===== config.mk =====
export PLATFORM = sky130hd
export DESIGN_NAME = servo_homing_sequencer
export DESIGN_NICKNAME = d
export VERILOG_FILES = /design/src/design/homing_pkg.sv /design/src/design/homing_pos_counter.sv /design/src/design/servo_homing_sequencer.sv
export SDC_FILE = /design/constraint.sdc
export NUM_CORES = 1
export LEC_CHECK = 0
export ABC_AREA = 1
export BUFFER_PORTS_ARGS = -buffer_cell sky130_fd_sc_hd__buf_2
export CAP_MARGIN = 40
export CORE_UTILIZATION = 28
export CTS_CLUSTER_SIZE = 40
export DETAILED_ROUTE_END_ITERATION = 10
export PLACE_DENSITY_LB_ADDON = 0.1
export SLEW_MARGIN = 20
export SYNTH_ARGS = -nofsm -noshare
export SYNTH_HDL_FRONTEND = slang
export SYNTH_SLANG_ARGS = --single-unit

===== constraint.sdc =====
create_clock -name ref_clk -period 5.95 [get_ports ref_clk]
set_clock_uncertainty 0.2 [all_clocks]
set_input_delay 0.8925 -clock ref_clk [delete_from_list [all_inputs] [get_ports ref_clk]]
set_output_delay 0.8925 -clock ref_clk [all_outputs]
set_load 0.05 [all_outputs]

===== src/design/homing_pkg.sv =====
// Purpose: shared constants, types and states of the homing sequencer
// Assumes: positions are signed counts of encoder feedback steps
// Notes:   speeds and time constants pass through to the motion profiler
package homing_pkg;

  localparam int POS_W = 32;                        // position width
  localparam int SPD_W = 16;                        // speed width
  localparam int TC_W  = 16;                        // time constant width
  localparam int SEL_W = 8;                         // point table selection bits

  localparam logic [3:0] METHOD_DOG_FRONT = 4'h9;   // dog front end reference
  localparam logic [3:0] METHOD_DOGLESS   = 4'hA;   // dogless index reference

  localparam logic [SEL_W-1:0] SEL_NONE = 8'h00;    // all selection bits off
  localparam logic [SPD_W-1:0] SPD_STOP = 16'h0000; // standstill speed

  // homing configuration parameters
  typedef struct packed {
    logic [3:0]              method;      // lowest digit of homing_method_param
    logic                    dirReverse;  // homing_direction_param: 1 = reverse
    logic                    dogActHigh;  // dog_polarity_param: 1 = dog active high
    logic [SPD_W-1:0]        homingSpeed; // homing_speed_param
    logic [SPD_W-1:0]        creepSpeed;  // creep_speed_param
    logic [POS_W-1:0]        homeShift;   // home_shift_param, unsigned distance
    logic signed [POS_W-1:0] homeValue;   // home_position_value_param
    logic signed [POS_W-1:0] posMin;      // lower end of position data range
    logic signed [POS_W-1:0] posMax;      // upper end of position data range
  } homing_cfg_t;

  // acceleration and deceleration time constants of point table entry 1
  typedef struct packed {
    logic [TC_W-1:0] accelTime;  // acceleration time constant
    logic [TC_W-1:0] decelTime;  // deceleration time constant
  } time_const_t;

  // sequencer states
  typedef enum logic [2:0] {
    ST_IDLE    = 3'b000,  // stationary
    ST_BACKOFF = 3'b001,  // leave the dog before homing
    ST_SEEK    = 3'b010,  // homing speed toward dog or index
    ST_RETURN  = 3'b011,  // reversed after stroke end, looking for dog
    ST_SHIFT   = 3'b100,  // creep to reference plus shift
    ST_AUTOPOS = 3'b101   // move to established home
  } seq_state_t;

endpackage : homing_pkg


===== src/design/homing_pos_counter.sv =====
// Purpose: current position counter fed by encoder feedback steps
// Assumes: at most one step per clock
// Notes:   a load overrides a step in the same cycle
`timescale 1ns/1ns
module homing_pos_counter
  import homing_pkg::*;
(
  input  wire logic                    ref_clk,   // system clock
  input  wire logic                    arst_n,    // async reset, active low
  input  wire logic                    stepPulse, // one feedback step
  input  wire logic                    stepFwd,   // step direction, 1 = forward
  input  wire logic                    loadEn,    // load new position
  input  wire logic signed [POS_W-1:0] loadValue, // position to load
  output      logic signed [POS_W-1:0] pos_q      // current position
);

  // count steps, take a load when asked
  always_ff @(posedge ref_clk or negedge arst_n) begin
    if (!arst_n) begin
      pos_q <= '0;
    end else if (loadEn) begin
      pos_q <= loadValue;
    end else if (stepPulse) begin
      pos_q <= stepFwd ? pos_q + POS_W'(1) : pos_q - POS_W'(1);
    end
  end

endmodule // homing_pos_counter


===== src/design/servo_homing_sequencer.sv =====
// Purpose: homing sequencer: dog front end, dogless index, auto return, auto positioning
// Assumes: all inputs synchronous to ref_clk; host keeps its own sequencing
// Notes:   outputs a speed and direction command to an external profiler
`timescale 1ns/1ns

// Functional notes
// - method code 9 selects dog front end
// - home at dog leading edge
// - method code A selects dogless index
// - home at first index after start
// - homing speed until dog, then creep
// - final home offset by shift distance
// - use entry 1 time constants
// - load current position with home value
// - direction and dog polarity from parameters
// - start on dog: back off first
// - beyond dog: reverse at stroke end
// - no dog found: stop, raise alarm
// - software limit off during auto return
// - reverse start moves to established home
// - refuse auto positioning outside data range
module servo_homing_sequencer
  import homing_pkg::*;
(
  input  wire logic                    ref_clk,                 // 50 MHz clock
  input  wire logic                    arst_n,                  // async reset, active low
  input  wire logic                    auto_manual_select,      // on = manual homing family
  input  wire logic [SEL_W-1:0]        tableSelect,             // low and high selection bits
  input  wire logic                    pos_speed_source_select, // remote register source
  input  wire logic                    homingStart,             // homing start bit
  input  wire logic                    reverse_rotation_start,  // auto positioning start
  input  wire homing_cfg_t             cfg,                     // homing parameters
  input  wire time_const_t             entry1Tc,                // point table entry 1
  input  wire logic                    dogIn,                   // proximity dog pin
  input  wire logic                    forward_stroke_end,      // high = forward end reached
  input  wire logic                    reverse_stroke_end,      // high = reverse end reached
  input  wire logic                    indexPulse,              // encoder index pulse
  input  wire logic                    stepPulse,               // encoder feedback step
  input  wire logic                    stepFwd,                 // feedback step direction
  output      logic [SPD_W-1:0]        speedCmd_q,              // commanded speed
  output      logic                    dirFwd_q,                // commanded direction
  output      time_const_t             tcCmd_q,                 // time constants in use
  output      logic                    homeValid_q,             // home established
  output      logic                    homeDone_q,              // completion pulse
  output      logic                    homing_incomplete_alarm, // dog not found
  output      logic                    softLimitEn_q,           // software limit active
  output      logic                    posSourceRemote_q,       // remote source in use
  output      logic signed [POS_W-1:0] pos_q                    // current position
);

  seq_state_t              state_q;     // sequencer state
  logic                    dogPrev_q;   // dog level one cycle ago
  logic                    startPrev_q; // start bit one cycle ago
  logic                    revPrev_q;   // reverse start one cycle ago
  logic                    seenDog_q;   // dog met while returning
  logic                    autoRet_q;   // automatic return in progress
  logic signed [POS_W-1:0] target_q;    // position to reach
  logic                    loadEn;      // load home value this cycle
  logic                    dogAct;      // dog active after polarity
  logic                    dogRise;     // dog leading edge
  logic                    manualMode;  // manual homing mode selected
  logic                    startEdge;   // homing start request
  logic                    revEdge;     // auto positioning request
  logic                    homeFwd;     // homing direction is forward
  logic                    endAhead;    // stroke end in homing direction
  logic                    endBehind;   // stroke end opposite homing direction
  logic                    reached;     // target reached or crossed
  logic                    inRange;     // position inside data range
  logic signed [POS_W-1:0] shiftTarget; // reference plus shift
  logic signed [POS_W-1:0] curPos;      // counter output

  assign dogAct     = (dogIn == cfg.dogActHigh);
  assign homeFwd    = !cfg.dirReverse;
  assign dogRise    = dogAct && !dogPrev_q;
  assign endAhead   = homeFwd ? forward_stroke_end : reverse_stroke_end;
  assign endBehind  = homeFwd ? reverse_stroke_end : forward_stroke_end;
  assign manualMode = auto_manual_select && (tableSelect == SEL_NONE);
  assign startEdge  = homingStart && !startPrev_q && manualMode;
  assign revEdge    = reverse_rotation_start && !revPrev_q && manualMode;
  assign inRange    = (curPos >= cfg.posMin) && (curPos <= cfg.posMax);
  assign shiftTarget = homeFwd ? curPos + $signed(cfg.homeShift)
                               : curPos - $signed(cfg.homeShift);
  assign reached    = dirFwd_q ? (curPos >= target_q) : (curPos <= target_q);
  assign loadEn     = ((state_q == ST_SHIFT) && reached);

  // position counter
  homing_pos_counter u_pos (
    .ref_clk   (ref_clk),
    .arst_n    (arst_n),
    .stepPulse (stepPulse),
    .stepFwd   (stepFwd),
    .loadEn    (loadEn),
    .loadValue (cfg.homeValue),
    .pos_q     (curPos)
  );
  assign pos_q = curPos;

  // edge history of the request bits and dog
  always_ff @(posedge ref_clk or negedge arst_n) begin
    if (!arst_n) begin
      dogPrev_q   <= 1'b0;
      startPrev_q <= 1'b0;
      revPrev_q   <= 1'b0;
    end else begin
      dogPrev_q   <= dogAct;
      startPrev_q <= homingStart;
      revPrev_q   <= reverse_rotation_start;
    end
  end

  // sequencer: state, command and target
  always_ff @(posedge ref_clk or negedge arst_n) begin
    if (!arst_n) begin
      state_q    <= ST_IDLE;
      speedCmd_q <= SPD_STOP;
      dirFwd_q   <= 1'b1;
      target_q   <= '0;
      seenDog_q  <= 1'b0;
      autoRet_q  <= 1'b0;
    end else begin
      case (state_q)
        ST_IDLE: begin
          speedCmd_q <= SPD_STOP;
          seenDog_q  <= 1'b0;
          autoRet_q  <= 1'b0;
          if (startEdge && cfg.method == METHOD_DOG_FRONT && dogAct) begin
            // on the dog, back off first
            state_q    <= ST_BACKOFF;
            autoRet_q  <= 1'b1;
            dirFwd_q   <= !homeFwd;
            speedCmd_q <= cfg.homingSpeed;
          end else if (startEdge && (cfg.method == METHOD_DOG_FRONT ||
                                     cfg.method == METHOD_DOGLESS)) begin
            state_q    <= ST_SEEK;
            dirFwd_q   <= homeFwd;
            speedCmd_q <= cfg.homingSpeed;
          end else if (revEdge && homeValid_q && inRange) begin
            state_q    <= ST_AUTOPOS;
            target_q   <= cfg.homeValue;
            dirFwd_q   <= (cfg.homeValue >= curPos);
            speedCmd_q <= cfg.homingSpeed;
          end
        end
        ST_BACKOFF: begin
          // leave the dog, then seek normally
          if (!dogAct) begin
            state_q    <= ST_SEEK;
            dirFwd_q   <= homeFwd;
            speedCmd_q <= cfg.homingSpeed;
          end
        end
        ST_SEEK: begin
          if (cfg.method == METHOD_DOG_FRONT && dogRise) begin
            state_q    <= ST_SHIFT;
            target_q   <= shiftTarget;
            speedCmd_q <= cfg.creepSpeed;
          end else if (cfg.method == METHOD_DOGLESS && indexPulse) begin
            state_q    <= ST_SHIFT;
            target_q   <= shiftTarget;
            speedCmd_q <= cfg.creepSpeed;
          end else if (endAhead && cfg.method == METHOD_DOG_FRONT) begin
            state_q   <= ST_RETURN;
            autoRet_q <= 1'b1;
            dirFwd_q  <= !homeFwd;
          end else if (endAhead) begin
            // dogless run into the end: give up
            state_q    <= ST_IDLE;
            speedCmd_q <= SPD_STOP;
          end
        end
        ST_RETURN: begin
          if (dogAct) begin
            seenDog_q <= 1'b1;
          end
          if (seenDog_q && !dogAct) begin
            state_q    <= ST_SEEK;
            autoRet_q  <= 1'b0;
            dirFwd_q   <= homeFwd;
            speedCmd_q <= cfg.homingSpeed;
          end else if (endBehind && !seenDog_q) begin
            // stop on the far stroke end
            state_q    <= ST_IDLE;
            speedCmd_q <= SPD_STOP;
          end
        end
        ST_SHIFT, ST_AUTOPOS: begin
          // stop once the target is met
          if (reached) begin
            state_q    <= ST_IDLE;
            speedCmd_q <= SPD_STOP;
          end
        end
        default: begin
          state_q    <= ST_IDLE;
          speedCmd_q <= SPD_STOP;
        end
      endcase
    end
  end

  // home status, completion pulse and alarm
  always_ff @(posedge ref_clk or negedge arst_n) begin
    if (!arst_n) begin
      homeValid_q             <= 1'b0;
      homeDone_q              <= 1'b0;
      homing_incomplete_alarm <= 1'b0;
    end else begin
      homeDone_q <= loadEn;
      if (loadEn) begin
        homeValid_q <= 1'b1;
      end
      if (state_q == ST_RETURN && endBehind && !seenDog_q && !dogAct) begin
        homing_incomplete_alarm <= 1'b1;
      end else if (startEdge) begin
        homing_incomplete_alarm <= 1'b0;
      end
    end
  end

  // time constants, limit enable and source echo
  always_ff @(posedge ref_clk or negedge arst_n) begin
    if (!arst_n) begin
      tcCmd_q           <= '0;
      softLimitEn_q     <= 1'b1;
      posSourceRemote_q <= 1'b0;
    end else begin
      tcCmd_q           <= entry1Tc;
      softLimitEn_q     <= !(autoRet_q || state_q == ST_BACKOFF || state_q == ST_RETURN);
      posSourceRemote_q <= pos_speed_source_select;
    end
  end
endmodule // servo_homing_sequencer


# == After elaboration in Yosys (flattened, before gate mapping) ==
# Index checks and enable logic that the tools add are counted.
# word_totals
reg_bits,126
input_bits,218
out_inout_bits,86
wordCells,152
# classes
addsub,4
magnitude_cmp,5
n_eq_ne,24
mux,56
n_reduce_logical,46
# ops
operator,count
32-bit two-way mux,9
16-bit two-way mux,11
32-bit >= comparator,3
16-bit one-hot mux with 5 select lines,1
32-bit less-or-equal comparator,2
32-bit one-hot mux with 2 select lines,1
3-bit two-way mux,11
32-bit by 2-bit adder with 32-bit output (second input constant),1
32-bit adder,1
32-bit by 2-bit subtractor with 32-bit output (second input constant),1
32-bit subtractor,1
1-bit logical AND,21
2-bit inequality test (second input constant),10
5-bit AND reduction,4
1-bit two-way mux,19
3-bit one-hot mux with 5 select lines,1
4-bit inequality test (second input constant),3
4-bit == test (second input constant),2
8-bit logical NOT,1
2-bit nonzero test,4
1-bit logical NOT,7
7-bit AND reduction,1
3-bit by 2-bit == test with 1-bit output (second input constant),2
3-bit == test (second input constant),2
13 further kinds,16

# == Logic depth before layout (Yosys ltp) ==
# Gate-level depths: netlist of run 1.
# logic_depth
depth_word,9
mapped_depth,24
mapped_depth_nobuf,23

# == Cells and area by module ==
# Synthesis of run 1 repeated with hierarchy kept, for this count alone.
# unflattened
cells_unflattened,2099
area_unflattened_um2,13746.9
# modules_own_cells
module,n_inst,cells_per_inst,area_each_um2,seq_area_each_um2
servo_homing_sequencer,1,1472,10068.4,2354.8
homing_pos_counter,1,627,3678.5,800.8

# == Worst setup path after synthesis of run 1 ==
# No wires, ideal clock.
# synth_path
path_kind,input port to flip-flop
startpoint,in cfg[97] (netlist name)
endpoint,reg target_q[31]
setup_time_ps,129
arrival_time_ps,3581
required_ps,5621
path_slack_ps,2040
stages,21
n_path_buf,0
cell_sequence,inv_1 > ha_1 > nand4_1 > nor3_1 > nand3_1 > nor2_1 > nand2_1 > o21ai_0 > nand2_1 > xnor2_1 > ha_1 > a21oi_1 > nor2_1 > nor2_1 > nor2_1 > nor2_1 > nor2_1 > a211oi_1 > nand4_1 > a21oi_1 > o22ai_1
# synth_via
elab_chain_cells,5
word_cells_on_any_way,6
cone_classes,add/sub (2); mux (4)
# synth_rtl
element,line,source
from (decl),servo_homing_sequencer.sv:32,"input wire homing_cfg_t cfg,"
32-bit adder or 32-bit subtractor (tied branches),"servo_homing_sequencer.sv:81, servo_homing_sequencer.sv:82",
32-bit two-way mux (*),servo_homing_sequencer.sv:81,assign shiftTarget = homeFwd ? curPos + $signed(cfg.homeShift)
32-bit two-way mux,servo_homing_sequencer.sv:157,end else if (cfg.method == METHOD_DOGLESS && indexPulse) begin
32-bit two-way mux (*),servo_homing_sequencer.sv:153,if (cfg.method == METHOD_DOG_FRONT && dogRise) begin
32-bit one-hot mux with 2 select lines (*),servo_homing_sequencer.sv:121,case (state_q)
to (signal assigned),servo_homing_sequencer.sv:139,target_q <= cfg.homeValue;
to (signal assigned),servo_homing_sequencer.sv:155,target_q <= shiftTarget;
to (signal assigned),servo_homing_sequencer.sv:159,target_q <= shiftTarget;
to (decl),servo_homing_sequencer.sv:57,logic signed [POS_W-1:0] target_q;
# Mark *: on every way between the ends. The rest lies on a longest branch, timed or not. The select of a mux whose other input is x is not followed.
# A chain may end at the register's enable or synchronous reset.

# == Worst setup path in the final report of run 1 ==
# layout_path
startpoint,in cfg[100] (netlist name)
endpoint,reg target_q[31]
# Same word-level chain as after synthesis.

==> run metrics, run 1 <==
Max Clock Freq=~230 MHz; outcome=finished clean; Synth area leaders=dfrtp_1 (24%), ha_1 (19%), nand2_1 (15%); row count=just under 80; H-tree Lvls=4; Seq/Total Area, Yosys=0.247; worst slew pin tran=between 0.7 and 0.8 ns; VDD IR max=about 0.00029 V; Clock Path Buffers=2; synthesized cell area=12800 um^2; RR Endpoint=target_q[0]; Hold Path Class=in -> async; RSZ-0062 raised after global routing=false; largest net degree at the start of global routing=66; sequential fraction of design power=0.212; Post-synth EDFFs=0; WS Path Type=in -> reg; die area=46600 um^2; r2r worst-path depth=14; clock tree from TritonCTS=yes; R2R Path Start=u_pos.pos_q[31]; Required @ worst endpoint=6.06 ns; chip width=approximately 220 um; routed wire length per instance=16.7 um; Fin. Hold Viols=0; syn nets=2292; Starting Density=0.287; WL final=46600 um; Die Ht=216 um; Layout Nets=2596; Logic pwr share=0.648; PnR worst setup slack=1.59 ns; setup violators final=0; top cell type's share of synthesized area=0.243; Commonest cells post-synth=nand2_1 (504), inv_1 (278), ha_1 (190), nor2_1 (159), a21oi_1 (158); Port Buf Inserts=303; fraction of layout instances using a drive strength above 1=0.172; crit-path max FO=5; # IOs=304; global-route wire length before repair=72300 um; Clock Sinks=126; GP Congestion=slightly below 0.9; via density per instance=4.76; synth unique cells=51; max cap viols=0; final cycle utilization of the critical path=0.733; # DRC=0; clk root buf=clkbuf_16; GRT overflow=0; remaining antenna violation count=0; internal power=roughly 0.0034 W; Psw=between 0.004 and 0.005 W; # Post-CTS Setup Buffers=0; Pleak=approximately 8.5 nW; HPWL Detailed=roughly 39000 um; crit path capture type=flop; setup TNS=0 ns; clock network power share=0.140; final cell count without fillers=between 2000 and 3000; Yosys reg bits=126; worst-skew pair later-pin latency=between 0.4 and 0.5 ns; fill count=4911; count leader, synth=nand2_1; Layout area overhead=22.3%; Top FF cell, synth=dfrtp_1; vias in the first global route=12948; worst slew margin relative to its limit=0.477; Switching Share=0.559; syn_area_per_cell=6.80 um^2; vias=13289; Slew Viols, Final=0; Initial DRC Count=658; post-synth top area cell=dfrtp_1; core region area=44600 um^2; minimum clock period=around 4.4 ns; worst slack, placed=1.16 ns; Pwr Density=495 nW/um^2; Resized cells post-CTS=0; DP Cell Count=between 2000 and 3000; CP Launch Type=primary input; total CTS buffers=17; total track usage=0.202; setup slack, reg-to-reg=1.87 ns; Clock Pin Slew Worst Setup and Hold Paths=0.07 ns; post-synthesis cell count=1882; Ys Warns=0; crit path DAT=about 4.5 ns; drt pass-1 iters=6; asr flop ratio synth=1.00; initial antenna violation count=2; hold_buf cts=0
how the worst max path moves through the flow:
stage	to	startpoint	cells after the start
after floorplan	target_q[31]	cfg[97]	21
after global placement	target_q[23]	cfg[96]	21
after detailed placement	target_q[23]	cfg[96]	20
after CTS	target_q[23]	cfg[96]	20
after global routing	target_q[26]	cfg[96]	22
final	target_q[31]	cfg[100]	23
cell families (layout without fill, tap and decap cells):
family          after synthesis  in the layout  synth area share
simple gates                834            834             0.273
compound gates              355            355             0.154
buf+inv                     314            631            0.0947
fa+ha+maj                   192            192             0.189
flops                       126            126             0.247
xor+xnor                     61             61            0.0423
other cells                   0              1                 0
metal layers:
layer	track usage	up-vias	wire length (um)
met5	0	-	8
met4	0.0489	2	724
met3	0.0395	40	2350
li1	-	6831	-
met2	0.345	283	22200
met1	0.259	6133	21400
placed cells by master, fill, tap and decap left out, types with 5 or more instances in the layout:
cell	count
o21a_1	13
a21o_1	8
xnor2_1	26
nand4_1	25
o21bai_1	7
o21ai_1	5
nand3b_1	7
buf_4	11
nor2_1	157
a31oi_1	30
o21ai_0	100
inv_6	7
nor3_1	28
nand3_1	82
or2_2	5
o22ai_1	8
nor4_1	6
dfrtp_1	124
clkbuf_16	17
inv_2	5
ha_1	190
o211ai_1	7
nand2_1	504
xor2_1	34
inv_1	278
a21oi_1	158
buf_2	302
layout make-up:
type | count | area [um^2] | area share
antenna | 1 | 2.50 | 0.000160
clock buffer | 17 | 425 | 0.0272
clock inverter | 15 | 170 | 0.0109
inverter | 283 | 1060 | 0.0679
multi-input combinational | 1442 | 8440 | 0.539
sequential | 126 | 3160 | 0.202
tap | 592 | 741 | 0.0473
timing repair buffer | 316 | 1650 | 0.106
power groups by stage:
stage	clock, W	sequential [W]	combinational (W)
floorplan	0	0.00205	0.00307
detailed placement	0	0.00168	0.00501
global placement	0	0.00167	0.00497
CTS	0.00113	0.00166	0.00505
global route	0.00116	0.00169	0.00569
finish	0.00109	0.00164	0.00502
sequential cells by signal, summed over array words and instances, names as in the netlist:
signal	flops
state_q	3
startPrev_q	1
dogPrev_q	1
posSourceRemote_q	1
homeValid_q	1
speedCmd_q	16
u_pos.pos_q	32
homing_incomplete_alarm	1
target_q	32
dirFwd_q	1
softLimitEn_q	1
homeDone_q	1
revPrev_q	1
tcCmd_q	32
seenDog_q	1
autoRet_q	1
critical path: stages:
cell and delay, ns:
buf_2 0.11, nor2_1 0.14, nand4_1 0.13, nor3_1 0.31
nand4_1 0.35, inv_1 0.17, nand2_1 0.08, o21ai_0 0.39
o21ai_0 0.19, xor2_1 0.17, inv_1 0.07, ha_1 0.34
nand2_1 0.10, nor2_1 0.15, inv_1 0.07, nor3_1 0.21
inv_1 0.07, nor2_1 0.11, a211oi_1 0.07, nand2_1 0.09
nand2_1 0.05, a21oi_1 0.14, o22ai_1 0.08
stage by stage:
step,hold WS (ns),instance area (um^2),utilization,power [W]
after floorplan,0.169,12800,-,0.00512
after global placement,0.195,15000,0.336,0.00665
after detailed placement,0.212,15100,0.337,0.00669
after CTS,0.0813,15600,0.351,0.00784
after global routing,0.0903,15600,0.351,0.00854
final,0.100,15700,0.351,0.00774
(Power assumes the default switching activity.)
==> inputs of run 2 (changes only) <==
==> constraint.sdc (replaced) <==
create_clock -name ref_clk -period 3.9 [get_ports ref_clk]
set_clock_uncertainty 0.2 [all_clocks]
set_input_delay 0.585 -clock ref_clk [delete_from_list [all_inputs] [get_ports ref_clk]]
set_output_delay 0.585 -clock ref_clk [all_outputs]
set_load 0.05 [all_outputs]
==> run 2 against run 1 <==
  * Utilization is 3.5 points higher
  * Register-to-register slack worse by 1.3 ns
  * First-iteration DRC count is 7.6% higher
  * Total power is 67% higher
  * Non-clock buffer count is 188 higher
  * Routed wire length is 6.7% higher
  * Count of clock-buffer cells in the layout stayed put
  * Final area is 10% higher
  * Largest power group unchanged
==> run metrics, run 2 (same netlist as run 1, synthesis figures left out) <==
Clock Path Buffers=2 (unchanged); Initial DRC Count=708 (+7.6%); Required @ worst endpoint=4.05 ns (-2.01 ns); Die Ht=216 um (unchanged); Layout area overhead=34.6%; R2R Path Start=u_pos.pos_q[15]; vias=13927 (+4.8%); DP Cell Count=2918 (+5.8%); worst-skew pair later-pin latency=0.46 ns (about the same); Slew Viols, Final=0 (unchanged); RR Endpoint=target_q[23]; drt pass-1 iters=5 (-1); H-tree Lvls=4 (unchanged); Clock Pin Slew Worst Setup and Hold Paths=0.07 ns (about the same); WS Path Type=in -> reg; Starting Density=0.287 (unchanged); VDD IR max=0.000438 V (+54%); crit path capture type=flop; fill count=4844 (-1.4%); Pleak=9.41 nW (+11%); worst slew pin tran=0.756 ns (-0.00921 ns); max cap viols=0 (unchanged); outcome=finished clean; HP Start=entry1Tc[17]; Port Buf Inserts=303 (unchanged); WL final=49800 um (+6.7%); remaining antenna violation count=0 (unchanged); r2r worst-path depth=17 (+3); setup violators final=0 (unchanged); total track usage=0.213 (+0.0118); row count=77 (unchanged); GRT overflow=0 (unchanged); Layout Nets=2784 (+7.2%); minimum clock period=around 3.6 ns; FF/Latch Area=3160 um^2 (unchanged); initial antenna violation count=0 (-2); # IOs=304 (unchanged); biggest regs=target_q x32, tcCmd_q x32, u_pos.pos_q x32; routed wire length per instance=16.7 um (about the same); clk root buf=clkbuf_16; final cycle utilization of the critical path=0.920; setup slack, reg-to-reg=0.62 ns (-1.25 ns); fraction of layout instances using a drive strength above 1=0.234 (+0.0623); Pwr Density=751 nW/um^2 (+52%); # DRC=0 (unchanged); Max Clock Freq=around 280 MHz; Fin. Hold Viols=0 (unchanged); vias in the first global route=13565 (+4.8%); via density per instance=4.67 (-1.8%); chip width=216 um (unchanged); total CTS buffers=17 (unchanged); largest net degree at the start of global routing=55 (-17%); HPWL Detailed=41700 um (+7.7%); final cell count without fillers=2980 (+6.7%); multi-input combinational cell area=8540 um^2 (+1.1%); die area=46600 um^2 (unchanged); most frequent cells in the layout=nand2_1 (503), buf_2 (303), inv_1 (278), ha_1 (190), buf_4 (169); global-route wire length before repair=75600 um (+4.5%); Worst Hold End=tcCmd_q[17]; Hold Path Class=in -> reg; commonest non-fill, non-tap cell in the layout=nand2_1; core region area=44600 um^2 (unchanged); worst slew margin relative to its limit=0.483 (+0.00630); crit path DAT=3.73 ns (-0.74 ns); clock tree from TritonCTS=yes; GP Congestion=0.929 (+4.2%); WHS Path Cells=1; CP Launch Type=primary input; Clock Sinks=126 (unchanged); crit-path max FO=4 (-1); Layout Utilization=0.386 (+0.0352)
## run 2: changes by cell type in the layout (fill, tap and decap cells not counted), sizes merged
cell and delta:
buf +160, dlygate4sd3 +28
## run 2: per-layer routing
layer / vias to the layer above / GRT usage / wire (um)
met1: 6403 / 0.275 / 22700
li1: 7196 / - / -
met2: 284 / 0.373 / 24500
met5: - / 0 / 0
met4: 0 / 0.0478 / 692
met3: 44 / 0.0320 / 1850
## run 2: worst max-delay path, cell delays in order
cell	delay (ns)
buf_2	0.11
nor2_2	0.15
nand4_1	0.14
nor3_2	0.23
nand4_1	0.10
buf_4	0.17
inv_1	0.07
nand2_1	0.06
o21ai_0	0.16
buf_4	0.15
o21ai_0	0.10
xor2_1	0.15
inv_1	0.06
ha_1	0.35
nand2_1	0.13
nor2_2	0.15
inv_1	0.07
nor2_1	0.20
nand4_1	0.17
nand2_1	0.12
nand2_1	0.05
a21oi_1	0.14
o22ai_1	0.10
## run 2: area by class of cell
type	instances	share of cell area
antenna	1	0.000145
clock buffer	17	0.0247
clock inverter	15	0.00988
inverter	283	0.0617
multi-input combinational	1442	0.496
sequential	126	0.183
tap	592	0.0430
timing repair buffer	504	0.182
## run 2: power breakdown
group	total (W)	internal, W	switching [W]
logic	0.00903	0.00336	0.00567
clock network	0.00168	0.000911	0.000768
registers	0.00222	0.00174	0.000480
## run 2: how the worst max path moves through the flow
| stage | start | to | depth (start not counted) |
|---|---|---|---|
| global placement | cfg[100] | target_q[26] | 21 |
| global route | cfg[100] | target_q[22] | 22 |
| finish | cfg[100] | target_q[27] | 23 |
| CTS | cfg[96] | target_q[31] | 23 |
| floorplan | cfg[97] | target_q[31] | 21 |
| detailed placement | cfg[100] | target_q[26] | 21 |
## run 2: what timing repair did
action,in CTS,in global routing
setup buffers,0,1
hold buffers,20,8
pin swaps,1,2
endpoints found under the setup margin,1,14
cloned,0,0
resized for setup,1,26
hold endpoints to repair,71,8
## run 2: stage by stage
stage               setup TNS (ns)  cell area (um^2)  setup slack, ns  total power (W)  hold WS (ns)
CTS                              0             17000           0.0567           0.0130      0.000436
global placement             -3.90             16200           -0.408           0.0112         0.178
finish                           0             17200            0.314           0.0129        0.0300
detailed placement           -5.22             16200           -0.511           0.0112         0.179
global route               -0.0108             17200         -0.00606           0.0142      0.000167
floorplan                        0             12800            0.298          0.00781        0.0894
